### config.mk
export PLATFORM = sky130hd
export DESIGN_NAME = ccd_top
export DESIGN_NICKNAME = d
export VERILOG_FILES = /design/src/hw/ccd_pkg.sv /design/src/hw/ccd_piso.sv /design/src/hw/ccd_top.sv
export SDC_FILE = /design/constraint.sdc
export NUM_CORES = 2
export LEC_CHECK = 0
export BUFFER_PORTS_ARGS = -buffer_cell sky130_fd_sc_hd__clkbuf_2
export CAP_MARGIN = 20
export CORE_AREA = 2 2 522 524
export DETAILED_ROUTE_END_ITERATION = 10
export DIE_AREA = 0 0 524 526
export SLEW_MARGIN = 20
export SYNTH_ARGS = -nofsm -noshare
export SYNTH_HDL_FRONTEND = slang
export SYNTH_HIERARCHICAL = 1
export SYNTH_SLANG_ARGS = --single-unit
### constraint.sdc
create_clock -name clk_in -period 32.2 [get_ports clk_in]
set_input_delay 3.22 -clock clk_in [delete_from_list [all_inputs] [get_ports clk_in]]
set_output_delay 3.22 -clock clk_in [all_outputs]
set_load 0.05 [all_outputs]
### src/hw/ccd_pkg.sv
// Summary of operation
// - Take raw samples at 200 MS/s; raise trigger request for neutron pulses.
// - Main controller FSM enables each unit in a fixed sequence per settings.
// - Eighth order moving average smooths samples before threshold detection.
// - Threshold detector gives one pulse when filtered signal crosses level.
// - Recursive slow, fast, baseline integrals; baseline is 32 pre-trigger samples.
// - Fast sums samples 1..alpha, slow sums alpha+1..beta after start.
// - Each integrator raises a done flag when its accumulation ends.
// - Match unit waits for all done flags, then starts correction.
// - Corrected slow = slow - beta*mean; corrected fast = fast - alpha*mean.
// - Neutron when corrected slow at least delta times corrected fast.
// - Six parallel-in serial-out registers hold results and settings for serial readout.
// - Corrected fast is scaled by power of two so delta is an integer.
package ccd_pkg;
   // Register byte offsets
   localparam logic [7:0]  CCD_CTRL_OFS   = 8'h00;
   localparam logic [7:0]  CCD_THR_OFS    = 8'h04;
   localparam logic [7:0]  CCD_ALPHA_OFS  = 8'h08;
   localparam logic [7:0]  CCD_BETA_OFS   = 8'h0C;
   localparam logic [7:0]  CCD_DELTA_OFS  = 8'h10;
   localparam logic [7:0]  CCD_SHIFT_OFS  = 8'h14;
   localparam logic [7:0]  CCD_STAT_OFS   = 8'h18;
   localparam logic [7:0]  CCD_MASK_OFS   = 8'h1C;
   localparam logic [7:0]  CCD_COUNT_OFS  = 8'h20;
   // Reset values
   localparam logic [13:0] CCD_THR_RST    = 14'h0100;
   localparam logic [7:0]  CCD_ALPHA_RST  = 8'h05;
   localparam logic [7:0]  CCD_BETA_RST   = 8'h64;
   localparam logic [7:0]  CCD_DELTA_RST  = 8'h04;
   localparam logic [3:0]  CCD_SHIFT_RST  = 4'h4;
   // Status bit positions
   localparam int          CCD_ST_TRIG    = 0;
   localparam int          CCD_ST_GAMMA   = 1;
   localparam int          CCD_ST_NSTAT   = 2;
   // Filter and baseline
   localparam int          CCD_MA_ORDER   = 8;
   localparam int          CCD_MA_SHIFT   = 3;
   localparam int          CCD_BL_LEN     = 32;
   localparam int          CCD_BL_SHIFT   = 5;
   localparam int          CCD_PISO_NUM   = 6;
   // Sample rate and clock
   localparam int          CCD_SAMPLE_MSPS = 200;
   localparam int          CCD_CLK_MHZ    = 25;
   typedef enum logic [4:0] {
      CCD_IDLE  = 5'b00001,
      CCD_INTEG = 5'b00010,
      CCD_MATCH = 5'b00100,
      CCD_CORR  = 5'b01000,
      CCD_DISC  = 5'b10000
   } ccd_state_type;
endpackage : ccd_pkg

### src/hw/ccd_piso.sv
`timescale 1ns/1ns
// Parallel-in serial-out register, MSB first
module ccd_piso #(
   parameter int WIDTH = 32
) (
   input  wire logic             clk_in,
   input  wire logic             reset_in,
   input  wire logic             load_in,
   input  wire logic             shift_in,
   input  wire logic [WIDTH-1:0] data_in,
   output logic                  ser_out
);
   logic [WIDTH-1:0] sh_r;
   // Load wins over shift
   always_ff @(posedge clk_in or posedge reset_in)
   begin
      if (reset_in)
      begin
         sh_r <= '0;
      end
      else if (load_in)
      begin
         sh_r <= data_in;
      end
      else if (shift_in)
      begin
         sh_r <= {sh_r[WIDTH-2:0], 1'b0};
      end
   end
   assign ser_out = sh_r[WIDTH-1];
endmodule : ccd_piso

### src/hw/ccd_top.sv
// Added by the designer: the APB register port and the placing of the registers.
`timescale 1ns/1ns
// Charge-comparison neutron/gamma discriminator with APB set-up registers
module ccd_top #(
   parameter int SW = 14,
   parameter int IW = 32
) (
   input  wire logic          clk_in,
   input  wire logic          reset_in,
   input  wire logic [SW-1:0] sample_in,
   input  wire logic          sample_valid_in,
   input  wire logic          piso_shift_in,
   input  wire logic [7:0]    paddr_in,
   input  wire logic          psel_in,
   input  wire logic          penable_in,
   input  wire logic          pwrite_in,
   input  wire logic [31:0]   pwdata_in,
   output logic [31:0]        prdata_out,
   output logic               pready_out,
   output logic               pslverr_out,
   output logic               trig_req_out,
   output logic [5:0]         piso_ser_out,
   output logic               irq_out
);
   import ccd_pkg::*;

   ////////////////////////////////////////////////////////////////////////
   // Declarations
   logic [31:0]        ctrl_r;
   logic [SW-1:0]      thr_r;
   logic [7:0]         alpha_r;
   logic [7:0]         beta_r;
   logic [7:0]         delta_r;
   logic [3:0]         shift_r;
   logic [CCD_ST_NSTAT-1:0] stat_r;
   logic [CCD_ST_NSTAT-1:0] mask_r;
   logic [15:0]        count_r;
   logic               enable;
   logic               acc;
   logic               rd_stat;
   logic [SW-1:0]      ma_dly_r [CCD_MA_ORDER];
   logic [SW+2:0]      ma_sum_r;
   logic [SW-1:0]      ma_val;
   logic               above_r;
   logic               thr_hit;
   logic [SW-1:0]      bl_dly_r [CCD_BL_LEN];
   logic [SW+4:0]      bl_sum_r;
   logic [IW-1:0]      ib_r;
   logic [IW-1:0]      if_r;
   logic [IW-1:0]      is_r;
   logic [7:0]         idx_r;
   logic               f_done_r;
   logic               s_done_r;
   logic               b_done_r;
   logic signed [IW+1:0] cs_r;
   logic signed [IW+1:0] cf_r;
   logic signed [IW+11:0] lhs;
   logic signed [IW+11:0] rhs;
   logic               neutron_evt;
   logic               gamma_evt;
   logic               piso_load_r;
   ccd_state_type      state_r;
   ccd_state_type      state_nxt;

   assign enable = ctrl_r[0];
   assign acc    = psel_in & penable_in;

   ////////////////////////////////////////////////////////////////////////
   // APB register writes, software loads parameters
   always_ff @(posedge clk_in or posedge reset_in)
   begin
      if (reset_in)
      begin
         ctrl_r  <= 32'h0000_0000;
         thr_r   <= CCD_THR_RST;
         alpha_r <= CCD_ALPHA_RST;
         beta_r  <= CCD_BETA_RST;
         delta_r <= CCD_DELTA_RST;
         shift_r <= CCD_SHIFT_RST;
         mask_r  <= '0;
      end
      else if (acc && pwrite_in)
      begin
         case (paddr_in)
            CCD_CTRL_OFS:  ctrl_r  <= pwdata_in;
            CCD_THR_OFS:   thr_r   <= pwdata_in[SW-1:0];
            CCD_ALPHA_OFS: alpha_r <= pwdata_in[7:0];
            CCD_BETA_OFS:  beta_r  <= pwdata_in[7:0];
            CCD_DELTA_OFS: delta_r <= pwdata_in[7:0];
            CCD_SHIFT_OFS: shift_r <= pwdata_in[3:0];
            CCD_MASK_OFS:  mask_r  <= pwdata_in[CCD_ST_NSTAT-1:0];
            default:       ctrl_r  <= ctrl_r;
         endcase
      end
   end

   // Read data and zero-wait answer, error on unmapped address
   always_ff @(posedge clk_in or posedge reset_in)
   begin
      if (reset_in)
      begin
         prdata_out  <= 32'h0000_0000;
         pready_out  <= 1'b0;
         pslverr_out <= 1'b0;
      end
      else
      begin
         pready_out  <= psel_in & ~penable_in;
         pslverr_out <= 1'b0;
         prdata_out  <= 32'h0000_0000;
         if (psel_in && !penable_in)
         begin
            case (paddr_in)
               CCD_CTRL_OFS:  prdata_out <= ctrl_r;
               CCD_THR_OFS:   prdata_out <= {{(32-SW){1'b0}}, thr_r};
               CCD_ALPHA_OFS: prdata_out <= {24'h00_0000, alpha_r};
               CCD_BETA_OFS:  prdata_out <= {24'h00_0000, beta_r};
               CCD_DELTA_OFS: prdata_out <= {24'h00_0000, delta_r};
               CCD_SHIFT_OFS: prdata_out <= {28'h000_0000, shift_r};
               CCD_STAT_OFS:  prdata_out <= {30'h0000_0000, stat_r};
               CCD_MASK_OFS:  prdata_out <= {30'h0000_0000, mask_r};
               CCD_COUNT_OFS: prdata_out <= {16'h0000, count_r};
               default:       pslverr_out <= 1'b1;
            endcase
         end
      end
   end

   assign rd_stat = acc && !pwrite_in && paddr_in == CCD_STAT_OFS;

   // Sticky events, read clears, set beats clear
   always_ff @(posedge clk_in or posedge reset_in)
   begin
      if (reset_in)
      begin
         stat_r <= '0;
      end
      else
      begin
         stat_r <= (rd_stat ? '0 : stat_r)
                   | {gamma_evt, neutron_evt};
      end
   end

   // Level interrupt from unmasked status
   always_ff @(posedge clk_in or posedge reset_in)
   begin
      if (reset_in)
      begin
         irq_out <= 1'b0;
      end
      else
      begin
         irq_out <= |(stat_r & mask_r);
      end
   end

   ////////////////////////////////////////////////////////////////////////
   // Eighth order moving average, one sample per valid
   always_ff @(posedge clk_in or posedge reset_in)
   begin
      if (reset_in)
      begin
         for (int i = 0; i < CCD_MA_ORDER; i++)
         begin
            ma_dly_r[i] <= '0;
         end
         ma_sum_r <= '0;
      end
      else if (sample_valid_in)
      begin
         ma_dly_r[0] <= sample_in;
         for (int i = 1; i < CCD_MA_ORDER; i++)
         begin
            ma_dly_r[i] <= ma_dly_r[i-1];
         end
         ma_sum_r <= ma_sum_r + (SW+3)'(sample_in)
                     - (SW+3)'(ma_dly_r[CCD_MA_ORDER-1]);
      end
   end

   assign ma_val = ma_sum_r[SW+2:CCD_MA_SHIFT];

   // Rising crossing of threshold gives a single pulse
   always_ff @(posedge clk_in or posedge reset_in)
   begin
      if (reset_in)
      begin
         above_r <= 1'b0;
      end
      else if (sample_valid_in)
      begin
         above_r <= ma_val >= thr_r;
      end
   end

   assign thr_hit = sample_valid_in && !above_r && ma_val >= thr_r;

   ////////////////////////////////////////////////////////////////////////
   // Running 32-sample baseline window, frozen at trigger
   always_ff @(posedge clk_in or posedge reset_in)
   begin
      if (reset_in)
      begin
         for (int i = 0; i < CCD_BL_LEN; i++)
         begin
            bl_dly_r[i] <= '0;
         end
         bl_sum_r <= '0;
      end
      else if (sample_valid_in)
      begin
         bl_dly_r[0] <= sample_in;
         for (int i = 1; i < CCD_BL_LEN; i++)
         begin
            bl_dly_r[i] <= bl_dly_r[i-1];
         end
         bl_sum_r <= bl_sum_r + (SW+5)'(sample_in)
                     - (SW+5)'(bl_dly_r[CCD_BL_LEN-1]);
      end
   end

   ////////////////////////////////////////////////////////////////////////
   // Main controller sequence
   always_comb
   begin
      state_nxt = state_r;
      case (state_r)
         CCD_IDLE:  if (enable && thr_hit) state_nxt = CCD_INTEG;
         CCD_INTEG: if (f_done_r && s_done_r) state_nxt = CCD_MATCH;
         CCD_MATCH: if (f_done_r && s_done_r && b_done_r)
                       state_nxt = CCD_CORR;
         CCD_CORR:  state_nxt = CCD_DISC;
         CCD_DISC:  state_nxt = CCD_IDLE;
         default:   state_nxt = CCD_IDLE;
      endcase
   end

   always_ff @(posedge clk_in or posedge reset_in)
   begin
      if (reset_in)
      begin
         state_r <= CCD_IDLE;
      end
      else
      begin
         state_r <= enable ? state_nxt : CCD_IDLE;
      end
   end

   // Recursive fast/slow/baseline integrators and done flags
   always_ff @(posedge clk_in or posedge reset_in)
   begin
      if (reset_in)
      begin
         ib_r     <= '0;
         if_r     <= '0;
         is_r     <= '0;
         idx_r    <= '0;
         f_done_r <= 1'b0;
         s_done_r <= 1'b0;
         b_done_r <= 1'b0;
      end
      else if (state_r == CCD_IDLE && enable && thr_hit)
      begin
         ib_r     <= IW'(bl_sum_r);
         b_done_r <= 1'b1;
         if_r     <= '0;
         is_r     <= '0;
         idx_r    <= 8'h01;
         f_done_r <= alpha_r == 8'h00;
         s_done_r <= beta_r <= alpha_r;
      end
      else if (state_r == CCD_INTEG && sample_valid_in)
      begin
         if (idx_r <= alpha_r)
         begin
            if_r <= if_r + IW'(sample_in);
         end
         else if (idx_r <= beta_r)
         begin
            is_r <= is_r + IW'(sample_in);
         end
         if (idx_r >= alpha_r)
         begin
            f_done_r <= 1'b1;
         end
         if (idx_r >= beta_r)
         begin
            s_done_r <= 1'b1;
         end
         idx_r <= idx_r + 8'h01;
      end
      else if (state_r == CCD_DISC)
      begin
         f_done_r <= 1'b0;
         s_done_r <= 1'b0;
         b_done_r <= 1'b0;
      end
   end

   ////////////////////////////////////////////////////////////////////////
   // Pedestal correction with mean baseline by shift
   always_ff @(posedge clk_in or posedge reset_in)
   begin
      if (reset_in)
      begin
         cs_r <= '0;
         cf_r <= '0;
      end
      else if (state_r == CCD_MATCH && state_nxt == CCD_CORR)
      begin
         cs_r <= $signed({2'b00, is_r})
                 - $signed((IW+2)'(beta_r * (ib_r >> CCD_BL_SHIFT)));
         cf_r <= $signed({2'b00, if_r})
                 - $signed((IW+2)'(alpha_r * (ib_r >> CCD_BL_SHIFT)));
      end
   end

   // Scaled fast integral lets delta be an integer
   assign lhs = (IW+12)'(cs_r);
   assign rhs = ($signed({1'b0, delta_r}) * (IW+12)'(cf_r))
                <<< shift_r;
   assign neutron_evt = state_r == CCD_DISC && lhs >= rhs;
   assign gamma_evt   = state_r == CCD_DISC && lhs < rhs;

   // One-cycle trigger request and neutron count
   always_ff @(posedge clk_in or posedge reset_in)
   begin
      if (reset_in)
      begin
         trig_req_out <= 1'b0;
         count_r      <= 16'h0000;
         piso_load_r  <= 1'b0;
      end
      else
      begin
         trig_req_out <= neutron_evt;
         piso_load_r  <= state_r == CCD_CORR;
         if (neutron_evt)
         begin
            count_r <= count_r + 16'h0001;
         end
      end
   end

   ////////////////////////////////////////////////////////////////////////
   // Six serial readout registers: IS, IF, IB, corrected IS, IF, settings
   ccd_piso #(.WIDTH(IW)) u_piso_s (.clk_in(clk_in), .reset_in(reset_in),
      .load_in(piso_load_r), .shift_in(piso_shift_in), .data_in(is_r),
      .ser_out(piso_ser_out[0]));
   ccd_piso #(.WIDTH(IW)) u_piso_f (.clk_in(clk_in), .reset_in(reset_in),
      .load_in(piso_load_r), .shift_in(piso_shift_in), .data_in(if_r),
      .ser_out(piso_ser_out[1]));
   ccd_piso #(.WIDTH(IW)) u_piso_b (.clk_in(clk_in), .reset_in(reset_in),
      .load_in(piso_load_r), .shift_in(piso_shift_in), .data_in(ib_r),
      .ser_out(piso_ser_out[2]));
   ccd_piso #(.WIDTH(IW)) u_piso_cs (.clk_in(clk_in), .reset_in(reset_in),
      .load_in(piso_load_r), .shift_in(piso_shift_in),
      .data_in(cs_r[IW-1:0]), .ser_out(piso_ser_out[3]));
   ccd_piso #(.WIDTH(IW)) u_piso_cf (.clk_in(clk_in), .reset_in(reset_in),
      .load_in(piso_load_r), .shift_in(piso_shift_in),
      .data_in(cf_r[IW-1:0]), .ser_out(piso_ser_out[4]));
   ccd_piso #(.WIDTH(IW)) u_piso_p (.clk_in(clk_in), .reset_in(reset_in),
      .load_in(piso_load_r), .shift_in(piso_shift_in),
      .data_in({alpha_r, beta_r, delta_r, 4'h0, shift_r}),
      .ser_out(piso_ser_out[5]));
endmodule : ccd_top

==> impl_metrics.tcl <==
set metrics [dict create \
    status "finished, final reports clean" \
    internal-power_uw 3040 \
    die_h_um 526 \
    seq_area_um2 24400 \
    gp_congestion 0.865 \
    start_kind "flop" \
    arrival_ns 9.86 \
    wl_um 156000 \
    fin_nets 6859 \
    cts_setup_buffers 0 \
    cts_root_buffer "clkbuf_16" \
    dp_cells 9517 \
    p_per_area_nw_per_um2 64.9 \
    fin_crit_sh_pct 28.5 \
    syn_area_um2 64500 \
    cts_buffer_depth 3 \
    syn2layout_area_growth_pct 11.6 \
    critical_path_class "reg2reg" \
    grt_usage_pct 11.3 \
    grt_first_pass_wirelength_um 252000 \
    ys.flop_type "dfrtp_1" \
    cap_violations 0 \
    first_pass_iters 5 \
    skew_ns 0.0983 \
    required_ns 32.88 \
    p_clk_share_pct 26.2 \
    max_freq_mhz 109 \
    start_util_pct 23.9 \
    io_buffers 102 \
    grt_max_degree 227 \
    slew_viol_final 0 \
    cp_slowest_cell "dfstp_2" \
    p_leak_uw 0.0342 \
    hpwl_um 116000 \
    die_area_um2 276000 \
    fillCellCount 28004 \
    path_common_cell "fa_1" \
    yosys_warnings 6 \
    ys_seq_area_share_pct 37.7 \
    slowest_delay_ns 1.07 \
    rows 191 \
    period_needed_ns 9.18 \
    vias 43541 \
    first_iter_violations 2999 \
    cts_tree "built" \
    htreeDepth 3 \
    syn_inst 6076 \
    switching_share_pct 34.9 \
    insertion_delay_ns 0.76 \
    power_frac_seq_pct 35.9 \
    p_sw_uw 1630 \
    ys_ff_latch 973 \
    cts.clk_slew.worst_paths_ns 0.06 \
    async_reset_ff_share_pct 100 \
    drcViolationCount 0 \
    antenna_found_initial 4 \
    critPathMaxFanout 36 \
    synth.avg_cell_area_um2 10.6 \
    fin_cells 9704 \
    ioPinCount 103 \
    fin_total_pwr_uw 4680 \
    die_x_um 524 \
    yosysUniqueCellTypes 95 \
    worst_ir_drop_vdd_uv 68.9 \
    holdWs_ns 0.478 \
    clock_sinks 973 \
    layout-drive-gt1-share_pct 15.8 \
    rsz0062_at_grt "no" \
    slew_headroom_pct 25.3 \
    cts-buffers-inserted 99 \
    multi_input_area_um2 36600 \
    crit_path_end_kind "flop" \
    via_per_inst 4.49 \
    yosysTopAreaCellShare_pct 37.4 \
    hold_path_class "reg2reg" \
    setup_viol 0 \
    gr-total-overflow 0 \
    power_frac_comb_pct 37.9 \
    wl_per_cell_um 16.1 \
    synth-edff-count 0 \
    hold_violations 0 \
    cts_resized 0 \
    grt_pass1_vias 45051 \
    synth_area_leader_cell "dfrtp_1" \
    netlist_top_cells_area "dfrtp_1 37%, fa_1 13%, mux2_2 9.4%, ha_1 6.5%, mux2i_1 4.1%" \
    core_area_um2 270000 \
    finalWorstSetupSlack_ns 23.02 \
    ant_nets 0 \
    postCtsHoldBufs 0 \
    worst_pin_slew_ns 1.12 \
    place_ws_ns 23.05 \
    fin_tns_setup_ns 0 \
]
==> power by group through the flow <==
stage,clock (µW),sequential [µW],combinational (µW)
2_1_floorplan,0,1640,1410
5_1_grt,1310,1720,2010
3_5_place_dp,0,1700,1770
6_report,1220,1680,1770
4_1_cts,1260,1680,1780
3_3_place_gp,0,1690,1710
==> layout by cell type, fill, tap and decap left out, types with 13 or more instances in the layout <==
master | netlist | layout
o21ai_1 | 166 | 166
o211ai_1 | 26 | 26
and2_1 | 338 | 338
a211oi_1 | 26 | 26
a21oi_1 | 174 | 174
nand4_1 | 34 | 34
o21bai_1 | 17 | 17
nand3_1 | 70 | 70
dfrtp_1 | 964 | 963
clkbuf_16 | 0 | 99
nand2_1 | 669 | 668
nor3_1 | 52 | 51
a21o_1 | 82 | 82
buf_4 | 1 | 48
mux2i_1 | 265 | 265
xor2_1 | 71 | 71
mux4_2 | 15 | 15
o31ai_1 | 21 | 21
or3_1 | 21 | 21
a31oi_1 | 21 | 21
ha_1 | 336 | 336
clkbuf_1 | 190 | 13
and3_1 | 47 | 47
clkbuf_8 | 0 | 19
conb_1 | 1 | 17
nor2_1 | 209 | 207
xnor2_1 | 103 | 103
nor2b_1 | 24 | 24
o21ai_2 | 19 | 19
mux2_2 | 541 | 541
clkbuf_2 | 0 | 100
o21a_1 | 33 | 33
o21ai_0 | 212 | 212
fa_1 | 414 | 414
nand2b_1 | 23 | 23
inv_1 | 563 | 562
a2111oi_0 | 15 | 15
a221oi_1 | 14 | 14
clkinv_2 | 0 | 25
==> logic make-up after synthesis <==
family / count (synthesis) / synth area share (%)
AO/OA/AOI/OAI: 933 / 9.06
buffers and inverters: 866 / 5.69
XOR/XNOR: 174 / 2.36
AND/OR/NAND/NOR: 1555 / 11.6
flip-flops: 973 / 37.7
other: 1 / 0.00581
multiplexers: 824 / 14.2
adder cells (fa/ha/maj): 750 / 19.4
==> through the flow <==
step           utilization, %  instance area, µm²
2_1_floorplan               -               64600
3_3_place_gp             25.4               68500
3_5_place_dp             25.4               68500
4_1_cts                  26.7               72000
5_1_grt                  26.7               72000
6_report                 26.7               72000
==> metal layers <==
layer / up-vias / GRT usage (%) / wire length [µm] / part of all wire (%)
met2: 844 / 18.3 / 71400 / 46
met1: 22059 / 15.7 / 73800 / 47
met3: 203 / 1.74 / 7000 / 4.5
met5: - / 0 / 13 / 0.0083
li1: 20433 / - / - / -
met4: 2 / 2.91 / 3610 / 2.3
==> synthesized netlist by cell type, drive strengths merged (23+ instances only) <==
cell type and n:
dfrtp 964, nand2 670, inv 565, mux2 542, fa 414, o21ai 398
and2 338, ha 336, mux2i 265, nor2 209, clkbuf 190, a21oi 176
buf 111, xnor2 103, a21o 83, xor2 71, nand3 70, nor3 52
and3 47, nand4 34, o21a 33, a211oi 30, o211ai 27, nor2b 24
nand2b 23
==> sequential cells by signal, summed over array words and instances, names as in the netlist, 19 cells and up <==
name / cells
u_piso_f/sh_r: 32
prdata_out: 32
bl_dly_r: 448
u_piso_b/sh_r: 32
cf_r: 33
u_piso_s/sh_r: 32
ib_r: 19
cs_r: 33
if_r: 32
u_piso_p/sh_r: 32
bl_sum_r: 19
u_piso_cf/sh_r: 32
ctrl_r: 32
is_r: 32
u_piso_cs/sh_r: 32
==> worst max-delay path, delay by kind of cell (launching register included) <==
family          cells  cell delay, ns
mux                 4            1.01
buf+inv             4            0.46
simple gates        5            1.44
compound gates      9            2.10
fa+ha+maj           6            2.62
flops               1            1.07
xor+xnor            2            0.37
==> layout make-up <==
type | instances | area share (%)
Antenna cell | 2 | 0.00695
Clock buffer | 131 | 3.87
Clock inverter | 54 | 0.986
Inverter | 565 | 2.95
Multi-Input combinational cell | 4253 | 50.8
Sequential cell | 973 | 33.8
Tap cell | 3570 | 6.20
Timing Repair Buffer | 156 | 1.38
==> worst paths after layout <==
path                                    from           end  slack [ns]  depth (start not counted)
worst max-delay path              delta_r[2]   count_r[15]       23.02                         30
worst min-delay path            ma_sum_r[16]  ma_sum_r[16]        0.48                          1
worst max register to register    delta_r[2]   count_r[15]       23.02                         30
worst min register to register  ma_sum_r[16]  ma_sum_r[16]        0.48                          1
max in group asynchronous           reset_in  bl_dly_r[46]       25.30                          6
min in group asynchronous           reset_in      is_r[14]        2.83                          2
No activity file was read; power rests on OpenSTA's default activity.
